==> src/logic/dcei_regs.svh <==
// Register layout constants for the per-channel event and interrupt block.
// Assumes a 16-bit I/O data path; included by its bare name.
`ifndef DCEI_REGS_SVH
`define DCEI_REGS_SVH

// Register select on the I/O port (one enable and one status per channel)
`define DCEI_SEL_ENABLE 1'h0
`define DCEI_SEL_STATUS 1'h1

// Bit positions shared by enable and status registers, except sync (status only)
`define DCEI_BIT_TIMEOUT 0
`define DCEI_BIT_DROP 1
`define DCEI_BIT_HALF 2
`define DCEI_BIT_FRAME 3
`define DCEI_BIT_LAST 4
`define DCEI_BIT_BLOCK 5
`define DCEI_BIT_SYNC 6

// Reset value of the enable field: drop and timeout enabled
`define DCEI_ENABLE_RESET 6'h03
// Mask of writable enable bits
`define DCEI_ENABLE_MASK 16'h003F

`endif

==> src/logic/dcei_pkg.sv <==
// Types shared by the channel event and interrupt block.
// Assumes nothing beyond a SystemVerilog compiler.
package dcei_pkg;

    // Transfer events reported by the channel engine, one-cycle pulses
    typedef struct packed {
        logic block_done;   // Whole block moved
        logic last_start;   // Final frame begins moving
        logic frame_done;   // Whole frame moved
        logic elem_done;    // One element moved
        logic sync_evt;     // Synchronization event arrived
        logic sync_done;    // Request from last sync event serviced
        logic timeout;      // Timeout at source or destination port
    } dcei_evt_t;

    // Register I/O request
    typedef struct packed {
        logic [2:0] chan;   // Channel number
        logic sel;          // Enable or status register
        logic wr;           // Write strobe
        logic rd;           // Read strobe
        logic [15:0] wdata; // Write data
    } dcei_io_t;

endpackage

==> src/logic/dcei_chan_irq.sv <==
// Per-channel enable and status registers, event flags and interrupt lines.
// Assumes event inputs and I/O requests are synchronous one-cycle pulses.
`timescale 1ns/10ps
`include "dcei_regs.svh"

// What this block does
// - Enable bits 15-6 read zero, unwritable
// - Block done sets flag, raises channel irq
// - Last frame start sets flag, raises irq
// - Frame done sets flag, raises irq
// - Half frame moved sets flag, raises irq
// - Odd frames: half when moved exceeds remaining
// - Sync again before service is drop
// - Enabled drop sets flag, raises irq
// - Timeout sets flag, raises bus-error irq
// - Disabled events set nothing, raise nothing
// - Reset enables 000011, status all zero
// - Status read returns flags then clears
// - Sync status bit set by sync, cleared by service or status read
// - Own irq line per channel, shared bus-error
module dcei_chan_irq #(
    parameter int NCH = 6,     // Number of channels
    parameter int CNT_W = 16   // Width of element count within a frame
) (
    // Clock and reset
    input wire logic SYS_CLK,
    input wire logic RESETN,
    // Register I/O port
    input wire dcei_pkg::dcei_io_t IO_REQ,
    output logic [15:0] IO_RDATA,
    // Channel engine events and frame length
    input wire dcei_pkg::dcei_evt_t [NCH-1:0] EVT,
    input wire logic [NCH-1:0][CNT_W-1:0] FRAME_LEN,
    // Interrupt requests to the processor core
    output logic [NCH-1:0] CH_IRQ,
    output logic BUS_ERR_IRQ
);

    // Refuse sizes the logic cannot serve, at elaboration rather than at run time
    // The channel select is three bits wide, so at most eight channels fit
    if (NCH < 1 || NCH > 8)
    begin : g_bad_nch
        $error("NCH must be 1 to 8");
    end
    // The doubled moved count needs one spare bit beside the frame length
    if (CNT_W < 2 || CNT_W > 30)
    begin : g_bad_cnt
        $error("CNT_W must be 2 to 30");
    end

    logic [NCH-1:0][5:0] en_q;      // Enable fields
    logic [NCH-1:0][5:0] en_d;
    logic [NCH-1:0][5:0] flag_q;    // Status flags 5..0
    logic [NCH-1:0][5:0] flag_d;
    logic [NCH-1:0] pend_q;         // Sync request pending
    logic [NCH-1:0] pend_d;
    logic [NCH-1:0] sync_seen_q;    // Visible sync bit, cleared by a status read
    logic [NCH-1:0] sync_seen_d;
    logic [NCH-1:0][CNT_W-1:0] moved_q; // Elements moved in frame
    logic [NCH-1:0][CNT_W-1:0] moved_d;
    logic [NCH-1:0] half_seen_q;    // Half event already given this frame
    logic [NCH-1:0] half_seen_d;
    logic [NCH-1:0] irq_q;          // Channel irq pulses
    logic [NCH-1:0] irq_d;
    logic [NCH-1:0] to_hit;         // Enabled timeouts this cycle
    logic bus_q;                    // Bus-error irq pulse
    logic bus_d;
    logic [15:0] rdata_q;           // Read data
    logic [15:0] rdata_d;

    // Per-channel event logic, one copy per channel
    // Each channel keeps its own element counter so channels never wait on one
    // another; the cost is a counter per channel even when half events stay off
    for (genvar c = 0; c < NCH; c++)
    begin : g_ch
        logic hit_io;               // I/O request addresses this channel
        logic clr_rd;               // Status read of this channel clears it
        logic [5:0] raw;            // Events this cycle, in flag order
        logic [5:0] set;            // Enabled events
        logic [CNT_W:0] twice;      // Twice the elements moved after this one
        logic half_evt;

        // Decode of this cycle's request and events
        always_comb
        begin
            hit_io = (IO_REQ.chan == 3'(c));
            clr_rd = hit_io && IO_REQ.rd && (IO_REQ.sel == `DCEI_SEL_STATUS);
            // Twice the new moved count reaching the length means moved >= remaining
            twice = {moved_q[c] + CNT_W'(1), 1'b0};
            half_evt = EVT[c].elem_done && !half_seen_q[c] && !EVT[c].frame_done
                && (FRAME_LEN[c] != '0)
                && (twice >= {1'b0, FRAME_LEN[c]});
            raw[`DCEI_BIT_BLOCK] = EVT[c].block_done;
            raw[`DCEI_BIT_LAST] = EVT[c].last_start;
            raw[`DCEI_BIT_FRAME] = EVT[c].frame_done;
            raw[`DCEI_BIT_HALF] = half_evt;
            raw[`DCEI_BIT_DROP] = EVT[c].sync_evt && pend_q[c];
            raw[`DCEI_BIT_TIMEOUT] = EVT[c].timeout;
            set = raw & en_q[c];
        end

        // Enable group: software writes land in the low six bits only
        always_comb
        begin
            // Enable register write keeps only the low six bits
            en_d[c] = en_q[c];
            if (hit_io && IO_REQ.wr && IO_REQ.sel == `DCEI_SEL_ENABLE)
            begin
                en_d[c] = IO_REQ.wdata[5:0];
            end
        end

        // Flag group: sticky until a status read of this channel
        always_comb
        begin
            // Read clears, but an event in the same cycle wins
            flag_d[c] = flag_q[c];
            if (clr_rd)
            begin
                flag_d[c] = '0;
            end
            flag_d[c] = flag_d[c] | set;
        end

        // Sync group: the pending state stays hidden from reads, so that a
        // status read cannot mask a drop that is still to come
        always_comb
        begin
            // Sync pending: a new event while pending still leaves it pending
            pend_d[c] = pend_q[c];
            if (EVT[c].sync_evt)
            begin
                pend_d[c] = 1'b1;
            end
            else if (EVT[c].sync_done)
            begin
                pend_d[c] = 1'b0;
            end
            // Visible sync bit: a status read clears it, a new event sets it again
            sync_seen_d[c] = sync_seen_q[c];
            if (clr_rd || EVT[c].sync_done)
            begin
                sync_seen_d[c] = 1'b0;
            end
            if (EVT[c].sync_evt)
            begin
                sync_seen_d[c] = 1'b1;
            end
        end

        // Frame group: element count and the once-per-frame half marker
        always_comb
        begin
            // Element counting restarts at each frame boundary
            moved_d[c] = moved_q[c];
            half_seen_d[c] = half_seen_q[c] | half_evt;
            if (EVT[c].frame_done)
            begin
                moved_d[c] = '0;
                half_seen_d[c] = 1'b0;
            end
            else if (EVT[c].elem_done)
            begin
                moved_d[c] = moved_q[c] + CNT_W'(1);
            end
        end

        // Interrupt group: one pulse per cycle with any enabled event
        always_comb
        begin
            // Timeout goes to the shared line, everything else to the channel line
            irq_d[c] = |set[5:1];
            to_hit[c] = set[`DCEI_BIT_TIMEOUT];
        end
    end

    // Shared bus-error line: any channel's enabled timeout raises it
    always_comb
    begin
        bus_d = |to_hit;
    end

    // Register read mux; the answer holds until the next read
    always_comb
    begin
        rdata_d = rdata_q;
        if (IO_REQ.rd)
        begin
            rdata_d = 16'h0000;
            if (int'(IO_REQ.chan) >= NCH)
            begin
                // Missing channel reads as zero
                rdata_d = 16'h0000;
            end
            else if (IO_REQ.sel == `DCEI_SEL_ENABLE)
            begin
                rdata_d = {10'h000, en_q[IO_REQ.chan]};
            end
            else
            begin
                rdata_d = {9'h000, sync_seen_q[IO_REQ.chan], flag_q[IO_REQ.chan]};
            end
        end
    end

    // Enable registers; reset leaves drop and timeout armed
    always_ff @(posedge SYS_CLK)
    begin
        if (!RESETN)
        begin
            for (int c = 0; c < NCH; c++)
            begin
                en_q[c] <= `DCEI_ENABLE_RESET;
            end
        end
        else
        begin
            en_q <= en_d;
        end
    end

    // Status flags; all clear after reset
    always_ff @(posedge SYS_CLK)
    begin
        if (!RESETN)
        begin
            flag_q <= '0;
        end
        else
        begin
            flag_q <= flag_d;
        end
    end

    // Sync tracking: hidden pending state and the visible sync bit
    always_ff @(posedge SYS_CLK)
    begin
        if (!RESETN)
        begin
            pend_q <= '0;
            sync_seen_q <= '0;
        end
        else
        begin
            pend_q <= pend_d;
            sync_seen_q <= sync_seen_d;
        end
    end

    // Frame position; a reset mid-frame starts counting from zero
    always_ff @(posedge SYS_CLK)
    begin
        if (!RESETN)
        begin
            moved_q <= '0;
            half_seen_q <= '0;
        end
        else
        begin
            moved_q <= moved_d;
            half_seen_q <= half_seen_d;
        end
    end

    // Channel interrupt pulses, registered so the core sees clean edges
    always_ff @(posedge SYS_CLK)
    begin
        if (!RESETN)
        begin
            irq_q <= '0;
        end
        else
        begin
            irq_q <= irq_d;
        end
    end

    // Shared bus-error pulse
    always_ff @(posedge SYS_CLK)
    begin
        if (!RESETN)
        begin
            bus_q <= 1'b0;
        end
        else
        begin
            bus_q <= bus_d;
        end
    end

    // Read data register
    always_ff @(posedge SYS_CLK)
    begin
        if (!RESETN)
        begin
            rdata_q <= 16'h0000;
        end
        else
        begin
            rdata_q <= rdata_d;
        end
    end

    assign CH_IRQ = irq_q;
    assign BUS_ERR_IRQ = bus_q;
    assign IO_RDATA = rdata_q;

endmodule

==> config.mk <==
export PLATFORM = sky130hd
export DESIGN_NAME = dcei_chan_irq
export DESIGN_NICKNAME = d
export VERILOG_FILES = /design/src/logic/dcei_pkg.sv /design/src/logic/dcei_chan_irq.sv
export VERILOG_INCLUDE_DIRS = /design/src /design/src/logic
export SDC_FILE = /design/constraint.sdc
export NUM_CORES = 1
export LEC_CHECK = 0
export BUFFER_PORTS_ARGS = -buffer_cell sky130_fd_sc_hd__buf_4
export CAP_MARGIN = 10
export CORE_MARGIN = 4
export CORE_UTILIZATION = 55
export DETAILED_ROUTE_END_ITERATION = 10
export PLACE_DENSITY = 0.84
export SLEW_MARGIN = 20
export SYNTH_ARGS = -nofsm -noshare
export SYNTH_HDL_FRONTEND = slang
export SYNTH_SLANG_ARGS = --single-unit
==> constraint.sdc <==
create_clock -name SYS_CLK -period 6.11 [get_ports SYS_CLK]
set_clock_uncertainty 0.05 [all_clocks]
set_input_delay 1.222 -clock SYS_CLK [delete_from_list [all_inputs] [get_ports SYS_CLK]]
set_output_delay 1.222 -clock SYS_CLK [all_outputs]
set_load 0.03 [all_outputs]
# --- Yosys cells after proc, flatten, opt, wreduce, memory -nomap -nowiden ---
# Cells that the tools add are included.
word_totals:
  regBits: 209
  latchBits: 0
  ramBits: 0
  romBits: 0
  inputBits: 162
  out_inout_bits: 23
  word_cells: 220
  mem_count: 0
classes:
  add_sub_neg: 6
  multipliers: 0
  div_mod_pow: 0
  magnitude_cmp: 8
  eq_ne: 5
  shift: 0
  muxes: 38
  bitwise_logic: 20
  reduce_logical: 104
op_table:
  columns: ["operator", "n"]
  rows:
  - [">= comparator 17 x 16 -> 1 bit", 6]
  - ["adder 16 x 1 -> 16 bit, second input constant", 6]
  - ["nonzero test 16 bit", 6]
  - ["logical AND 1 bit", 54]
  - ["2-to-1 mux 6 bit", 8]
  - ["bitwise AND 6 bit", 6]
  - ["binary-select mux 6 bit (select 3 bit)", 2]
  - ["OR 6 bit", 6]
  - ["OR reduction 5 bit", 6]
  - ["2-to-1 mux 1 bit", 25]
  - ["nonzero test 2 bit", 12]
  - ["2-to-1 mux 7 bit", 2]
  - ["logical NOT 1 bit", 12]
  - ["OR reduction 2 bit", 6]
  - ["== test 3 x 2 -> 1 bit, second input constant", 2]
  - ["== test 3 bit, second input constant", 2]
  - ["logical OR 1 bit", 6]
  - ["OR 1 bit", 6]
  - ["OR reduction 6 bit", 1]
  - ["less-than comparator 3 x 4 -> 1 bit, second input constant", 1]
  - ["binary-select mux 1 bit (select 3 bit)", 1]
  - ["== test 3 x 1 -> 1 bit, second input constant", 1]
  - [">= comparator 3 bit, second input constant", 1]
  - ["logical NOT 3 bit", 1]
  - ["inverter 1 bit", 2]

# --- Logic depth before layout (Yosys ltp) ---
# Gate-level depths: netlist of the first run.
depth:
  ltp_word: 7
  depth_mapped: 13
  depth_no_buf: 13

# --- Worst setup path after synthesis of the first run ---
# OpenSTA, ideal clock, no wires.
synth_path:
  kind: "register to register"
  startpoint: "register moved_q[32] (netlist bit)"
  endpoint: "register half_seen_q[2]"
  setup_ns: 0.128
  t_arrival_ns: 2.545
  path_slack_ns: 3.387
  path_stages_with_launch: 13
  path_cell_list: "dfxtp_1 ha_1 nand3_2 nor4_4 nand3_1 nor2_1 xor2_1 ha_1 a211o_1 a21oi_1 nor2_1 o211ai_1 a21oi_1"
synth_between:
  elab_chain_len: 4
synth_lines:
  columns: ["item", "line", "text"]
  rows:
  - ["start: declaration", "dcei_chan_irq.sv:59", "logic [NCH-1:0][CNT_W-1:0] moved_q;"]
  - ["start signal: assignment", "dcei_chan_irq.sv:260", "moved_q <= moved_d;"]
  - ["adder 16 x 1 -> 16 bit", "dcei_chan_irq.sv:89", "twice = {moved_q[c] + CNT_W'(1), 1'b0};"]
  - ["via g_ch[2].twice[15]", "dcei_chan_irq.sv:80", "logic [CNT_W:0] twice;"]
  - [">= comparator 17 x 16 -> 1 bit", "dcei_chan_irq.sv:92", "&& (twice >= {1'b0, FRAME_LEN[c]});"]
  - ["logical AND 1 bit", "dcei_chan_irq.sv:92", null]
  - ["OR 1 bit", "dcei_chan_irq.sv:156", "half_seen_d[c] = half_seen_q[c] | half_evt;"]
  - ["end signal: assignment", "dcei_chan_irq.sv:261", "half_seen_q <= half_seen_d;"]
  - ["end: declaration", "dcei_chan_irq.sv:61", "logic [NCH-1:0] half_seen_q;"]
# The timed path passes the listed nets, and every way through them passes these cells.
# A chain may end at the register's enable or synchronous reset.

# --- Worst setup path after layout of the first run ---
layout_path:
  startpoint: "register moved_q[64] (netlist bit)"
  endpoint: "register irq_q[4] (netlist: CH_IRQ[4])"
layout_between:
  elab_chain_len: 5
layout_lines:
  columns: ["item", "line", "text"]
  rows:
  - ["adder 16 x 1 -> 16 bit", "dcei_chan_irq.sv:89", null]
  - ["via g_ch[4].twice[11]", "dcei_chan_irq.sv:80", null]
  - [">= comparator 17 x 16 -> 1 bit", "dcei_chan_irq.sv:92", null]
  - ["logical AND 1 bit", "dcei_chan_irq.sv:92", null]
  - ["bitwise AND 6 bit", "dcei_chan_irq.sv:99", "set = raw & en_q[c];"]
  - ["OR reduction 5 bit", "dcei_chan_irq.sv:172", "irq_d[c] = |set[5:1];"]
  - ["end signal: assignment", "dcei_chan_irq.sv:274", "irq_q <= irq_d;"]
  - ["end: declaration", "dcei_chan_irq.sv:63", "logic [NCH-1:0] irq_q;"]
# The timed path passes the listed nets, and every way through them passes these cells.

==> metrics.md, run 1 <==
| Metric | Value |
|---|---|
| Status | `completed` |
| H-tree level count | `4` |
| Slew HR | `0.4907` |
| Area of the die | `25060 µm²` |
| Die height | `158.3 µm` |
| CTS max path bufs | `2` |
| Compound-Gate Fraction of Synth Area | `0.1044` |
| Total grt overflow | `0` |
| Vias in the first global route | `10361` |
| Clock latency at the later pin of the worst-skew pair | `0.44 ns` |
| DR vias/cell | `5.672` |
| Seq/Total Area, Yosys | `0.3222` |
| Hold Path Class | `flip-flop to flip-flop` |
| Initial antenna violation count | `0` |
| Mean Syn Cell Area | `8.235 µm²` |
| Fin crit share | `0.5320` |
| Cts hold-fix bufs | `0` |
| Pre-Repair DR Iteration Count | `7` |
| GR Util All Layers | `0.2363` |
| Clock-pin slew on the worst setup and hold paths | `0.07 ns` |
| WL/cell | `15.72 µm` |
| CP endpoint kind | `flip-flop` |
| Layout cells sized above 1 | `0.1423` |
| Setup CP Type | `flip-flop to flip-flop` |
| Crit path DAT | `3.48 ns` |
| Cell area after synthesis | `12430 µm²` |
| IO Port Bufs | `165` |
| Worst slew pin tran | `0.7640 ns` |
| Postcts setup bufs | `0` |
| Core ar. | `22030 µm²` |
| Lkg Pwr | `6.447 nW` |
| Fraction of registers with async set or reset after synthesis | `0` |
| Peak VDD IR | `179.4 µV` |
| Worst-path fanout max | `7` |
| Power Density | `195.6 nW/µm²` |
| Adder-cell share of the synthesized area | `0.09666` |
| Final nets | `1889` |
| Post-Synth Simple-Gate Area | `0.2284` |
| N_diodes | `0` |
| IO Count | `185` |
| Number of library cell types mapped by synthesis | `60` |
| CTS tree | `built` |
| Row count | `54` |
| Routed vias | `10913` |
| Post-synth EDFFs | `0` |
| Final hold vios | `0` |
| Final min period | `3.251 ns` |
| Detailed Route Iter0 Violations | `702` |
| Cell taking the most area after synthesis | `dfxtp_1` |
| Post-synthesis mux area share | `0.06867` |
| WP data required | `6.34 ns` |
| Number of max-cap violations | `0` |
| Routed Antenna Nets | `0` |
| DRC viols | `0` |
| Root Buffer | `clkbuf_16` |
| Post-DP HPWL | `23250 µm` |
| Synthesized flop and latch total | `200` |
| Top-count cell post-synth | `nor2_1` |
| Fmax achieved | `307.6 MHz` |
| Worst setup SP type | `flip-flop` |
| Worst Setup Slack post-DPL | `2.914 ns` |
| PostCTS Resize Cnt | `0` |
| Largest cells by area after synthesis | `dfxtp_1 (32%), ha_1 (9.7%), xor2_1 (7.5%)` |
| Post-Route Utilization | `0.6492` |
| RSZ-0062 raised after global routing | `no` |
| Drt total wl | `30240 µm` |
| Die width | `158.3 µm` |
| RePlAce Congestion | `0.9080` |
| Cell count after synthesis | `1509` |
| Final slew viol count | `0` |
| Post-synth top cells | `nor2_1 (217), dfxtp_1 (200), nand2_1 (127), inv_1 (116), xor2_1 (106)` |
| Pin count of the biggest net entering global routing | `74` |
| First-pass GRT wire length | `48490 µm` |
| Number of clock sinks | `200` |
| Hold WS | `0.3978 ns` |
| Area Growth Syn to Fin | `15.06%` |
| Synth warnings | `0` |
| Yosys top cell area share | `0.3222` |
| Xor and xnor fraction of the mapped netlist area | `0.1142` |
| Final TNS setup | `0 ns` |
| Largest family of logic cells by synthesized area | `simple AND/OR/NAND/NOR gates` |
| Initial Utilization | `0.5642` |
| TritonCTS Buffers | `17` |
| Setup Viol. Count Final | `0` |
| Final WS setup | `2.859 ns` |
| Ys flop type | `dfxtp_1` |
## cell families after synthesis
kind of cell,count (synthesis)
AND/OR/NAND/NOR,585
flip-flops,200
other,1
XOR/XNOR,162
buffers and inverters,188
multiplexers,69
AO/OA/AOI/OAI,208
adder cells (fa/ha/maj),96
## final timing paths
path,startpoint,depth (start not counted),endpoint,slack [ns]
min,half_seen_q[2],2,half_seen_q[2],0.40
max reg2reg,moved_q[64],13,CH_IRQ[4],2.86
max,moved_q[64],13,CH_IRQ[4],2.86
min reg2reg,half_seen_q[2],2,half_seen_q[2],0.40
## sequential cells by signal (all words and copies together), names as in the netlist
register and flops:
BUS_ERR_IRQ 1, IO_RDATA 7, half_seen_q 6, moved_q 96
en_q 36, CH_IRQ 6, pend_q 6, sync_seen_q 6
flag_q 36
## cells in the final DEF (no fill, tap or decap), drive strengths merged, types with 11 or more instances in the layout
| cell | synthesis | final |
|---|---|---|
| inv | 117 | 124 |
| xnor2 | 56 | 56 |
| a22oi | 21 | 21 |
| dfxtp | 200 | 200 |
| mux4 | 13 | 13 |
| a21oi | 68 | 68 |
| nor4 | 31 | 31 |
| ha | 96 | 96 |
| nand4 | 55 | 55 |
| buf | 22 | 166 |
| nand2b | 16 | 16 |
| a21o | 11 | 11 |
| mux2i | 56 | 56 |
| o21ai | 43 | 43 |
| nor3 | 23 | 23 |
| and3 | 21 | 21 |
| nand2 | 128 | 128 |
| xor2 | 106 | 106 |
| a211oi | 18 | 18 |
| a31oi | 11 | 11 |
| nand3 | 58 | 58 |
| nor2 | 220 | 220 |
| clkbuf | 49 | 18 |
## metal layers
metal,vias up,wire (µm),share of wire,global-route usage
li1,5467,-,-,-
met1,5108,12900,0.43,0.2985
met2,297,14860,0.49,0.4123
met3,41,2031,0.067,0.05164
met4,0,457,0.015,0.05768
met5,-,0,0,0
## area by class of cell
cell class | count | area [µm²]
fill | 1859 | 7727
multi-input combinational | 1129 | 7642
sequential | 200 | 4004
timing repair buffer | 166 | 1246
clock buffer | 18 | 439.2
inverter | 117 | 439.2
tap | 280 | 350.3
clock inverter | 14 | 177.7
## report_power, final
part | switching (W) | leakage [nW] | internal (W) | total, W
sequential | 0.0000156 | 1.62 | 0.00132 | 0.00134
combinational | 0.000160 | 4.53 | 0.000133 | 0.000293
clock | 0.000531 | 0.297 | 0.000633 | 0.00116
## worst max-delay path: stages (launching register included)
cell,delay [ns]
dfxtp_1,0.46
ha_1,0.25
and3_1,0.23
and3_1,0.26
and3_1,0.28
nand3_1,0.15
xnor2_1,0.16
ha_1,0.20
a211oi_1,0.19
o21ai_0,0.15
a21oi_1,0.18
a211oi_1,0.10
nor2_1,0.29
a31oi_1,0.15
## per-stage QoR
step           power, W  cells  instance area (µm²)
6_report       0.002796   1924                14300
5_1_grt        0.002909   1924                14300
4_1_cts        0.002824   1924                14300
3_5_place_dp   0.001660   1892                13680
3_3_place_gp   0.001650   1892                13680
2_1_floorplan  0.001530   1517                12460
No activity file was read; power rests on OpenSTA's default activity.
==> run 2: changes to the inputs <==
--- a/config.mk
+++ b/config.mk
@@ -6,12 +6,13 @@
 export SDC_FILE = /design/constraint.sdc
 export NUM_CORES = 1
 export LEC_CHECK = 0
+export ABC_AREA = 1
 export BUFFER_PORTS_ARGS = -buffer_cell sky130_fd_sc_hd__buf_4
 export CAP_MARGIN = 10
 export CORE_MARGIN = 4
-export CORE_UTILIZATION = 55
+export CORE_UTILIZATION = 53
 export DETAILED_ROUTE_END_ITERATION = 10
-export PLACE_DENSITY = 0.84
+export PLACE_DENSITY = 0.85
 export SLEW_MARGIN = 20
 export SYNTH_ARGS = -nofsm -noshare
 export SYNTH_HDL_FRONTEND = slang
==> constraint.sdc (replaced) <==
create_clock -name SYS_CLK -period 2.7 [get_ports SYS_CLK]
set_clock_uncertainty 0.05 [all_clocks]
set_input_delay 0.54 -clock SYS_CLK [delete_from_list [all_inputs] [get_ports SYS_CLK]]
set_output_delay 0.54 -clock SYS_CLK [all_outputs]
set_load 0.03 [all_outputs]
==> run 2 against run 1 <==
Net effect: sequential power is 130% higher; largest cell class unchanged; power is 140% higher; combinational power grew to 3.3 times the previous value; worst setup slack worse by 2.7 ns; fmax is 26% higher; largest power group unchanged; cell count is 18% higher; critical endpoint is now flag_q[20].
==> metrics.md, run 2 <==
| Metric | Value |
|---|---|
| CTS max path bufs | `2` |
| Drt total wl | `32840 µm` |
| Power Density | `450.2 nW/µm²` |
| Final nets | `2205` |
| WL/cell | `14.45 µm` |
| Largest cells by area after synthesis | `dfxtp_1 (32%), nand2_1 (10%), ha_1 (9.7%)` |
| Crit path DAT | `2.90 ns` |
| Fin area | `14630 µm²` |
| Synth warnings | `0` |
| CTS tree | `built` |
| Clock-pin slew on the worst setup and hold paths | `0.07 ns` |
| Die height | `160.7 µm` |
| Lkg Pwr | `7.436 nW` |
| Number of max-cap violations | `0` |
| Final WS setup | `0.1163 ns` |
| Cell area after synthesis | `12350 µm²` |
| Setup Viol. Count Final | `0` |
| Number of clock sinks | `200` |
| Pre-Repair DR Iteration Count | `5` |
| Fraction of registers with async set or reset after synthesis | `0` |
| Dpl cell area | `13810 µm²` |
| Setup CP Type | `flip-flop to flip-flop` |
| Clock latency at the later pin of the worst-skew pair | `0.43 ns` |
| Max incr delay on CP | `0.36 ns` |
| GR Util All Layers | `0.2453` |
| TritonCTS Buffers | `17` |
| Root Buffer | `clkbuf_16` |
| Post-synth top cells | `nand2_1 (335), inv_1 (293), dfxtp_1 (200), nor2_1 (191), a21oi_1 (170)` |
| Worst-path cell chain | `ha_4 > nand2_2 > nor3_2 > nand2_1 > nor2_2 > nand3_2 > xor2_2 > inv_2 > ha_4 > and3_4 > nand2_2 > o21ai_2 > nor2_1 > nand2_1 > nand3_2 > a21oi_2` |
| Slew HR | `0.5791` |
| Fin cells | `2273` |
| WP data required | `3.02 ns` |
| IO Port Bufs | `165` |
| Pin count of the biggest net entering global routing | `37` |
| Largest register FFs | `96` |
| DR vias/cell | `5.295` |
| Cts hold-fix bufs | `0` |
| Top-count cell post-synth | `nand2_1` |
| Yosys top cell area share | `0.3241` |
| Area Growth Syn to Fin | `18.41%` |
| Vias in the first global route | `11531` |
| Worst slew pin tran | `0.6304 ns` |
| Hold Path Class | `input pin to flip-flop` |
| Detailed Route Iter0 Violations | `918` |
| Mean Syn Cell Area | `6.898 µm²` |
| Initial antenna violation count | `0` |
| H-tree level count | `4` |
| Cell count after synthesis | `1791` |
| Peak VDD IR | `372.5 µV` |
| Core ar. | `22780 µm²` |
| Routed vias | `12036` |
| Post-Route Utilization | `0.6422` |
| Initial Utilization | `0.5424` |
| Most common cell after layout, fill and taps aside | `nand2_1` |
| Final slew viol count | `0` |
| Hold WS | `0.3307 ns` |
| Biggest regs | `moved_q: 96 flops, en_q: 36 flops, flag_q: 36 flops` |
| Layout cells sized above 1 | `0.1617` |
| Final hold vios | `0` |
| Seq/Total Area, Yosys | `0.3241` |
| Post-synth EDFFs | `0` |
| RePlAce Congestion | `0.9311` |
| Worst setup SP type | `flip-flop` |
| Worst-path fanout max | `3` |
| Synthesized flop and latch total | `200` |
| Top reg by flops | `moved_q` |
| # placed instances | `2233` |
| Cell taking the most area after synthesis | `dfxtp_1` |
| CP endpoint kind | `flip-flop` |
| RSZ-0062 raised after global routing | `yes` |
| Area of the die | `25820 µm²` |
| First-pass GRT wire length | `53050 µm` |
| Die width | `160.7 µm` |
| Worst Setup Slack post-DPL | `0.01192 ns` |
| Routed Antenna Nets | `0` |
| Fmax achieved | `387.0 MHz` |
| N_diodes | `0` |
| Row count | `55` |
| Status | `completed` |
| Number of library cell types mapped by synthesis | `45` |
| Area occupied by multi-input gates | `7142 µm²` |
| Final min period | `2.584 ns` |
| Fin crit share | `0.9569` |
| Sequential Area | `4020 µm²` |
| Total grt overflow | `0` |
| Ys flop type | `dfxtp_1` |
| Commonest non-fill, non-tap cells in the layout | `nand2_1 (329), inv_1 (292), dfxtp_1 (189)` |
| Critical-path top delay cell | `dfxtp_2` |
| # fillers | `1988` |
| IO Count | `185` |
| DRC viols | `0` |
| Post-DP HPWL | `25170 µm` |
-- run 2: changes by cell type in the layout (fill, tap and decap cells not counted), moves of 50 or more --
cell / delta
nand2_1: +202
inv_1: +176
a21oi_1: +100
o21ai_0: +69
mux2i_1: -56
xnor2_1: -50
-- run 2: what timing repair did --
item,4_1_cts,5_1_grt
pin swaps,0,24
gates resized for setup,1,52
buffers inserted,0,8
setup endpoints to repair,2,18
gates cloned,0,0
-- run 2: kinds of logic after synthesis --
| group | share of synthesized area |
|---|---|
| AOI/OAI and AO/OA | 0.1543 |
| and+or+nand+nor | 0.2562 |
| other | 0.0003035 |
| xor gates and xnor gates | 0.05378 |
| DFF | 0.3241 |
| buffers and inverters | 0.1140 |
| adders and majority gates | 0.09722 |
-- run 2: area by class of cell --
cell class,count,share of cell area
clock buffer,25,0.03455
clock inverter,7,0.004533
inverter,303,0.07775
multi-input combinational,1243,0.4882
sequential,200,0.2748
tap,313,0.02677
timing repair buffer,182,0.09340
-- run 2: metrics by stage --
| stage | TNS, ns | total power (W) |
|---|---|---|
| global route | -0.2036 | 0.006879 |
| global placement | 0 | 0.004087 |
| floorplan | 0 | 0.003766 |
| CTS | 0 | 0.006593 |
| detailed placement | 0 | 0.004127 |
| finish | 0 | 0.006586 |
-- run 2: power by group --
| group | switching, W | leakage, nW | internal [W] | total, W |
|---|---|---|---|---|
| sequential | 0.0000787 | 1.64 | 0.00305 | 0.00313 |
| clock | 0.00110 | 0.283 | 0.00139 | 0.00249 |
| combinational | 0.000571 | 5.52 | 0.000395 | 0.000967 |
| total | 0.00175 | 7.44 | 0.00484 | 0.00659 |
-- run 2: path summary, 6_finish.rpt --
check / startpoint / end / slack (ns) / depth (start not counted)
setup reg to reg: moved_q[48] / flag_q[20] / 0.12 / 16
setup / recovery: moved_q[48] / flag_q[20] / 0.12 / 16
hold / removal: EVT[17] / moved_q[43] / 0.33 / 2
hold reg to reg: flag_q[25] / flag_q[25] / 0.41 / 2
-- run 2: metal layers --
layer | vias to the layer above | global-route usage | wire (µm)
met5 | - | 0 | 0
met4 | 0 | 0.08799 | 987
met3 | 70 | 0.05260 | 2298
met2 | 427 | 0.4125 | 15540
met1 | 5487 | 0.3112 | 14020
li1 | 6052 | - | -
-- run 2: critical path, delay by kind of cell (launching register included) --
family | cells | cell delay, ns
xor gates and xnor gates | 1 | 0.22
and+or+nand+nor | 10 | 1.13
buffers and inverters | 1 | 0.07
AOI/OAI and AO/OA | 2 | 0.29
DFF | 1 | 0.36
adders and majority gates | 2 | 0.41
==> run 3: changes to the inputs <==
--- a/config.mk
+++ b/config.mk
@@ -7,12 +7,12 @@
 export NUM_CORES = 1
 export LEC_CHECK = 0
 export ABC_AREA = 1
-export BUFFER_PORTS_ARGS = -buffer_cell sky130_fd_sc_hd__buf_4
 export CAP_MARGIN = 10
 export CORE_MARGIN = 4
-export CORE_UTILIZATION = 53
+export CORE_UTILIZATION = 55
 export DETAILED_ROUTE_END_ITERATION = 10
-export PLACE_DENSITY = 0.85
+export DONT_BUFFER_PORTS = 1
+export PLACE_DENSITY = 0.8
 export SLEW_MARGIN = 20
 export SYNTH_ARGS = -nofsm -noshare
 export SYNTH_HDL_FRONTEND = slang
==> run 3 against run 2 <==
Net effect: sequential cell count unchanged; clock power up 15%; sequential share of layout area up 2.2 points; register-to-register slack worse by 0.02 ns; first-iteration DRC count down 12%; cell count down 8.5%; global-route usage down 0.43 points; power up 1.8%; combinational power down 28%; critical path type unchanged; highest routed layer unchanged; non-clock buffer count down 159; sequential power about the same.
==> metrics.md, run 3 (synthesis gave the netlist of run 2 again) <==
| Metric | Value |
|---|---|
| Number of clock sinks | `200` |
| GR Util All Layers | `0.2410` |
| Critical-path top delay cell | `dfxtp_2` |
| Die width | `157.9 µm` |
| Largest register FFs | `96` |
| Final hold vios | `0` |
| RSZ-0062 raised after global routing | `yes` |
| Hold WS | `0.1332 ns` |
| First-pass GRT wire length | `48730 µm` |
| Worst R2R Path Depth | `16` |
| Hold path cells | `1` |
| Total grt overflow | `0` |
| Reg-to-Reg End | `CH_IRQ[0]` |
| R2R setup slack | `0.1 ns` |
| Number of max-cap violations | `0` |
| CP endpoint kind | `flip-flop` |
| Peak VDD IR | `432.1 µV` |
| Commonest non-fill, non-tap cells in the layout | `nand2_1 (328), inv_1 (292), dfxtp_1 (191)` |
| IO Port Bufs | `0` |
| Detailed Route Iter0 Violations | `807` |
| Hold path startpoint | `RESETN` |
| Post-DP HPWL | `23920 µm` |
| Gate power share | `0.104` |
| Biggest regs | `moved_q: 96 flops, en_q: 36 flops, flag_q: 36 flops` |
| Reg-to-reg startpoint | `moved_q[0]` |
| Row count | `54` |
| CP bufs+invs | `1` |
| Sequential Area | `4020 µm²` |
| Part of the power in registers | `0.470` |
| Hold path endpoint | `en_q[18]` |
| Pin count of the biggest net entering global routing | `38` |
| Area occupied by multi-input gates | `7191 µm²` |
| Pre-Repair DR Iteration Count | `5` |
| H-tree level count | `4` |
| Fin crit share | `0.9646` |
| Fmax achieved | `384.0 MHz` |
| Top reg by flops | `moved_q` |
| Top delay family on crit path | `simple AND/OR/NAND/NOR gates` |
| Setup CP Type | `flip-flop to flip-flop` |
| Core ar. | `21960 µm²` |
| Power Density | `495.5 nW/µm²` |
| Internal Power | `0.005032 W` |
| Layout cells sized above 1 | `0.08894` |
| Final min period | `2.604 ns` |
| Vias in the first global route | `10519` |
| DR vias/cell | `5.435` |
| Worst-path cell chain | `ha_2 > nand2_1 > nor3_2 > nand2_2 > nor2_4 > nand3_2 > xor2_2 > inv_2 > ha_4 > and3_4 > nand2_1 > o21ai_1 > nor2_1 > nand2_2 > nand3_2 > a21oi_1` |
| Crit path DAT | `2.92 ns` |
| Clock power frac | `0.427` |
| Initial antenna violation count | `0` |
| RePlAce Congestion | `0.9046` |
| Root Buffer | `clkbuf_16` |
| Hold Path Class | `input pin to flip-flop` |
| Lkg Pwr | `6.721 nW` |
| Worst-path fanout max | `3` |
| WP data required | `3.02 ns` |
| Status | `completed` |
| Final WS setup | `0.09551 ns` |
| Cts hold-fix bufs | `0` |
| Final TNS setup | `0 ns` |
| CTS tree | `built` |
| Worst Setup Slack post-DPL | `0.03795 ns` |
| Final slew viol count | `0` |
| Clock-pin slew on the worst setup and hold paths | `0.07 ns` |
| Most common cell after layout, fill and taps aside | `nand2_1` |
| N_diodes | `0` |
| Clock latency at the later pin of the worst-skew pair | `0.44 ns` |
| Drt total wl | `31020 µm` |
| Setup Viol. Count Final | `0` |
| Sw Pwr | `0.001669 W` |
| Worst setup SP type | `flip-flop` |
| DRC viols | `0` |
| Initial Utilization | `0.5626` |
| Final nets | `2046` |
| Worst slew pin tran | `0.6494 ns` |
| Routed vias | `11299` |
| Routed Antenna Nets | `0` |
| CTS max path bufs | `2` |
| # placed instances | `2036` |
| # fillers | `1979` |
| TritonCTS Buffers | `17` |
| Max incr delay on CP | `0.35 ns` |
| Area Growth Syn to Fin | `9.469%` |
| Slew HR | `0.5666` |
| Die height | `157.9 µm` |
| Overall power | `0.006702 W` |
| IO Count | `185` |
| WL/cell | `14.92 µm` |
| Area of the die | `24920 µm²` |
| Switching Fraction | `0.2491` |
| Fin cells | `2079` |
run 3: cell count changes in the layout (fill, tap and decap cells not counted), sizes merged:
cell / change
inv: +2
clkinvlp: -1
buf: -159
clkinv: -1
bufinv: +5
clkbuf: -7
run 3: layout make-up:
| cell class | instances | area share |
|---|---|---|
| tap | 280 | 0.02590 |
| multi-input combinational | 1243 | 0.5317 |
| timing repair buffer | 23 | 0.01277 |
| inverter | 303 | 0.08410 |
| clock inverter | 12 | 0.01656 |
| sequential | 200 | 0.2973 |
| clock buffer | 18 | 0.03173 |
run 3: how the worst max path moves through the flow:
stage                     start             end  cells past startpoint
global route         moved_q[0]  half_seen_q[0]                     16
detailed placement  moved_q[65]       CH_IRQ[4]                     15
CTS                 moved_q[65]       CH_IRQ[4]                     15
global placement    moved_q[65]       CH_IRQ[4]                     15
floorplan            moved_q[0]  half_seen_q[0]                     16
finish               moved_q[0]       CH_IRQ[0]                     16
run 3: layer usage:
metal	track usage	vias to the layer above	routed length [µm]
li1	-	5740	-
met1	0.2908	5157	13040
met2	0.4062	348	14740
met3	0.07627	54	2498
met4	0.08398	0	748
met5	0	-	0
run 3: repair_timing:
action                     in CTS  in global routing
setup buffers                   0                 13
setup endpoints to repair       0                 18
resized for setup               0                 58
run 3: stage by stage:
stage                     cell area, µm²  utilization
after CTS                          13190       0.6007
after global placement             12540       0.5710
final                              13520       0.6159
after floorplan                    12380            -
after global routing               13520       0.6159
after detailed placement           12540       0.5710
run 3: power groups by stage:
stage	Combinational, W	Sequential (W)	Clock (W)
6_report	0.000695	0.00315	0.00286
4_1_cts	0.000670	0.00314	0.00290
2_1_floorplan	0.000578	0.00319	0
3_3_place_gp	0.000634	0.00321	0
3_5_place_dp	0.000665	0.00321	0
5_1_grt	0.000800	0.00316	0.00301
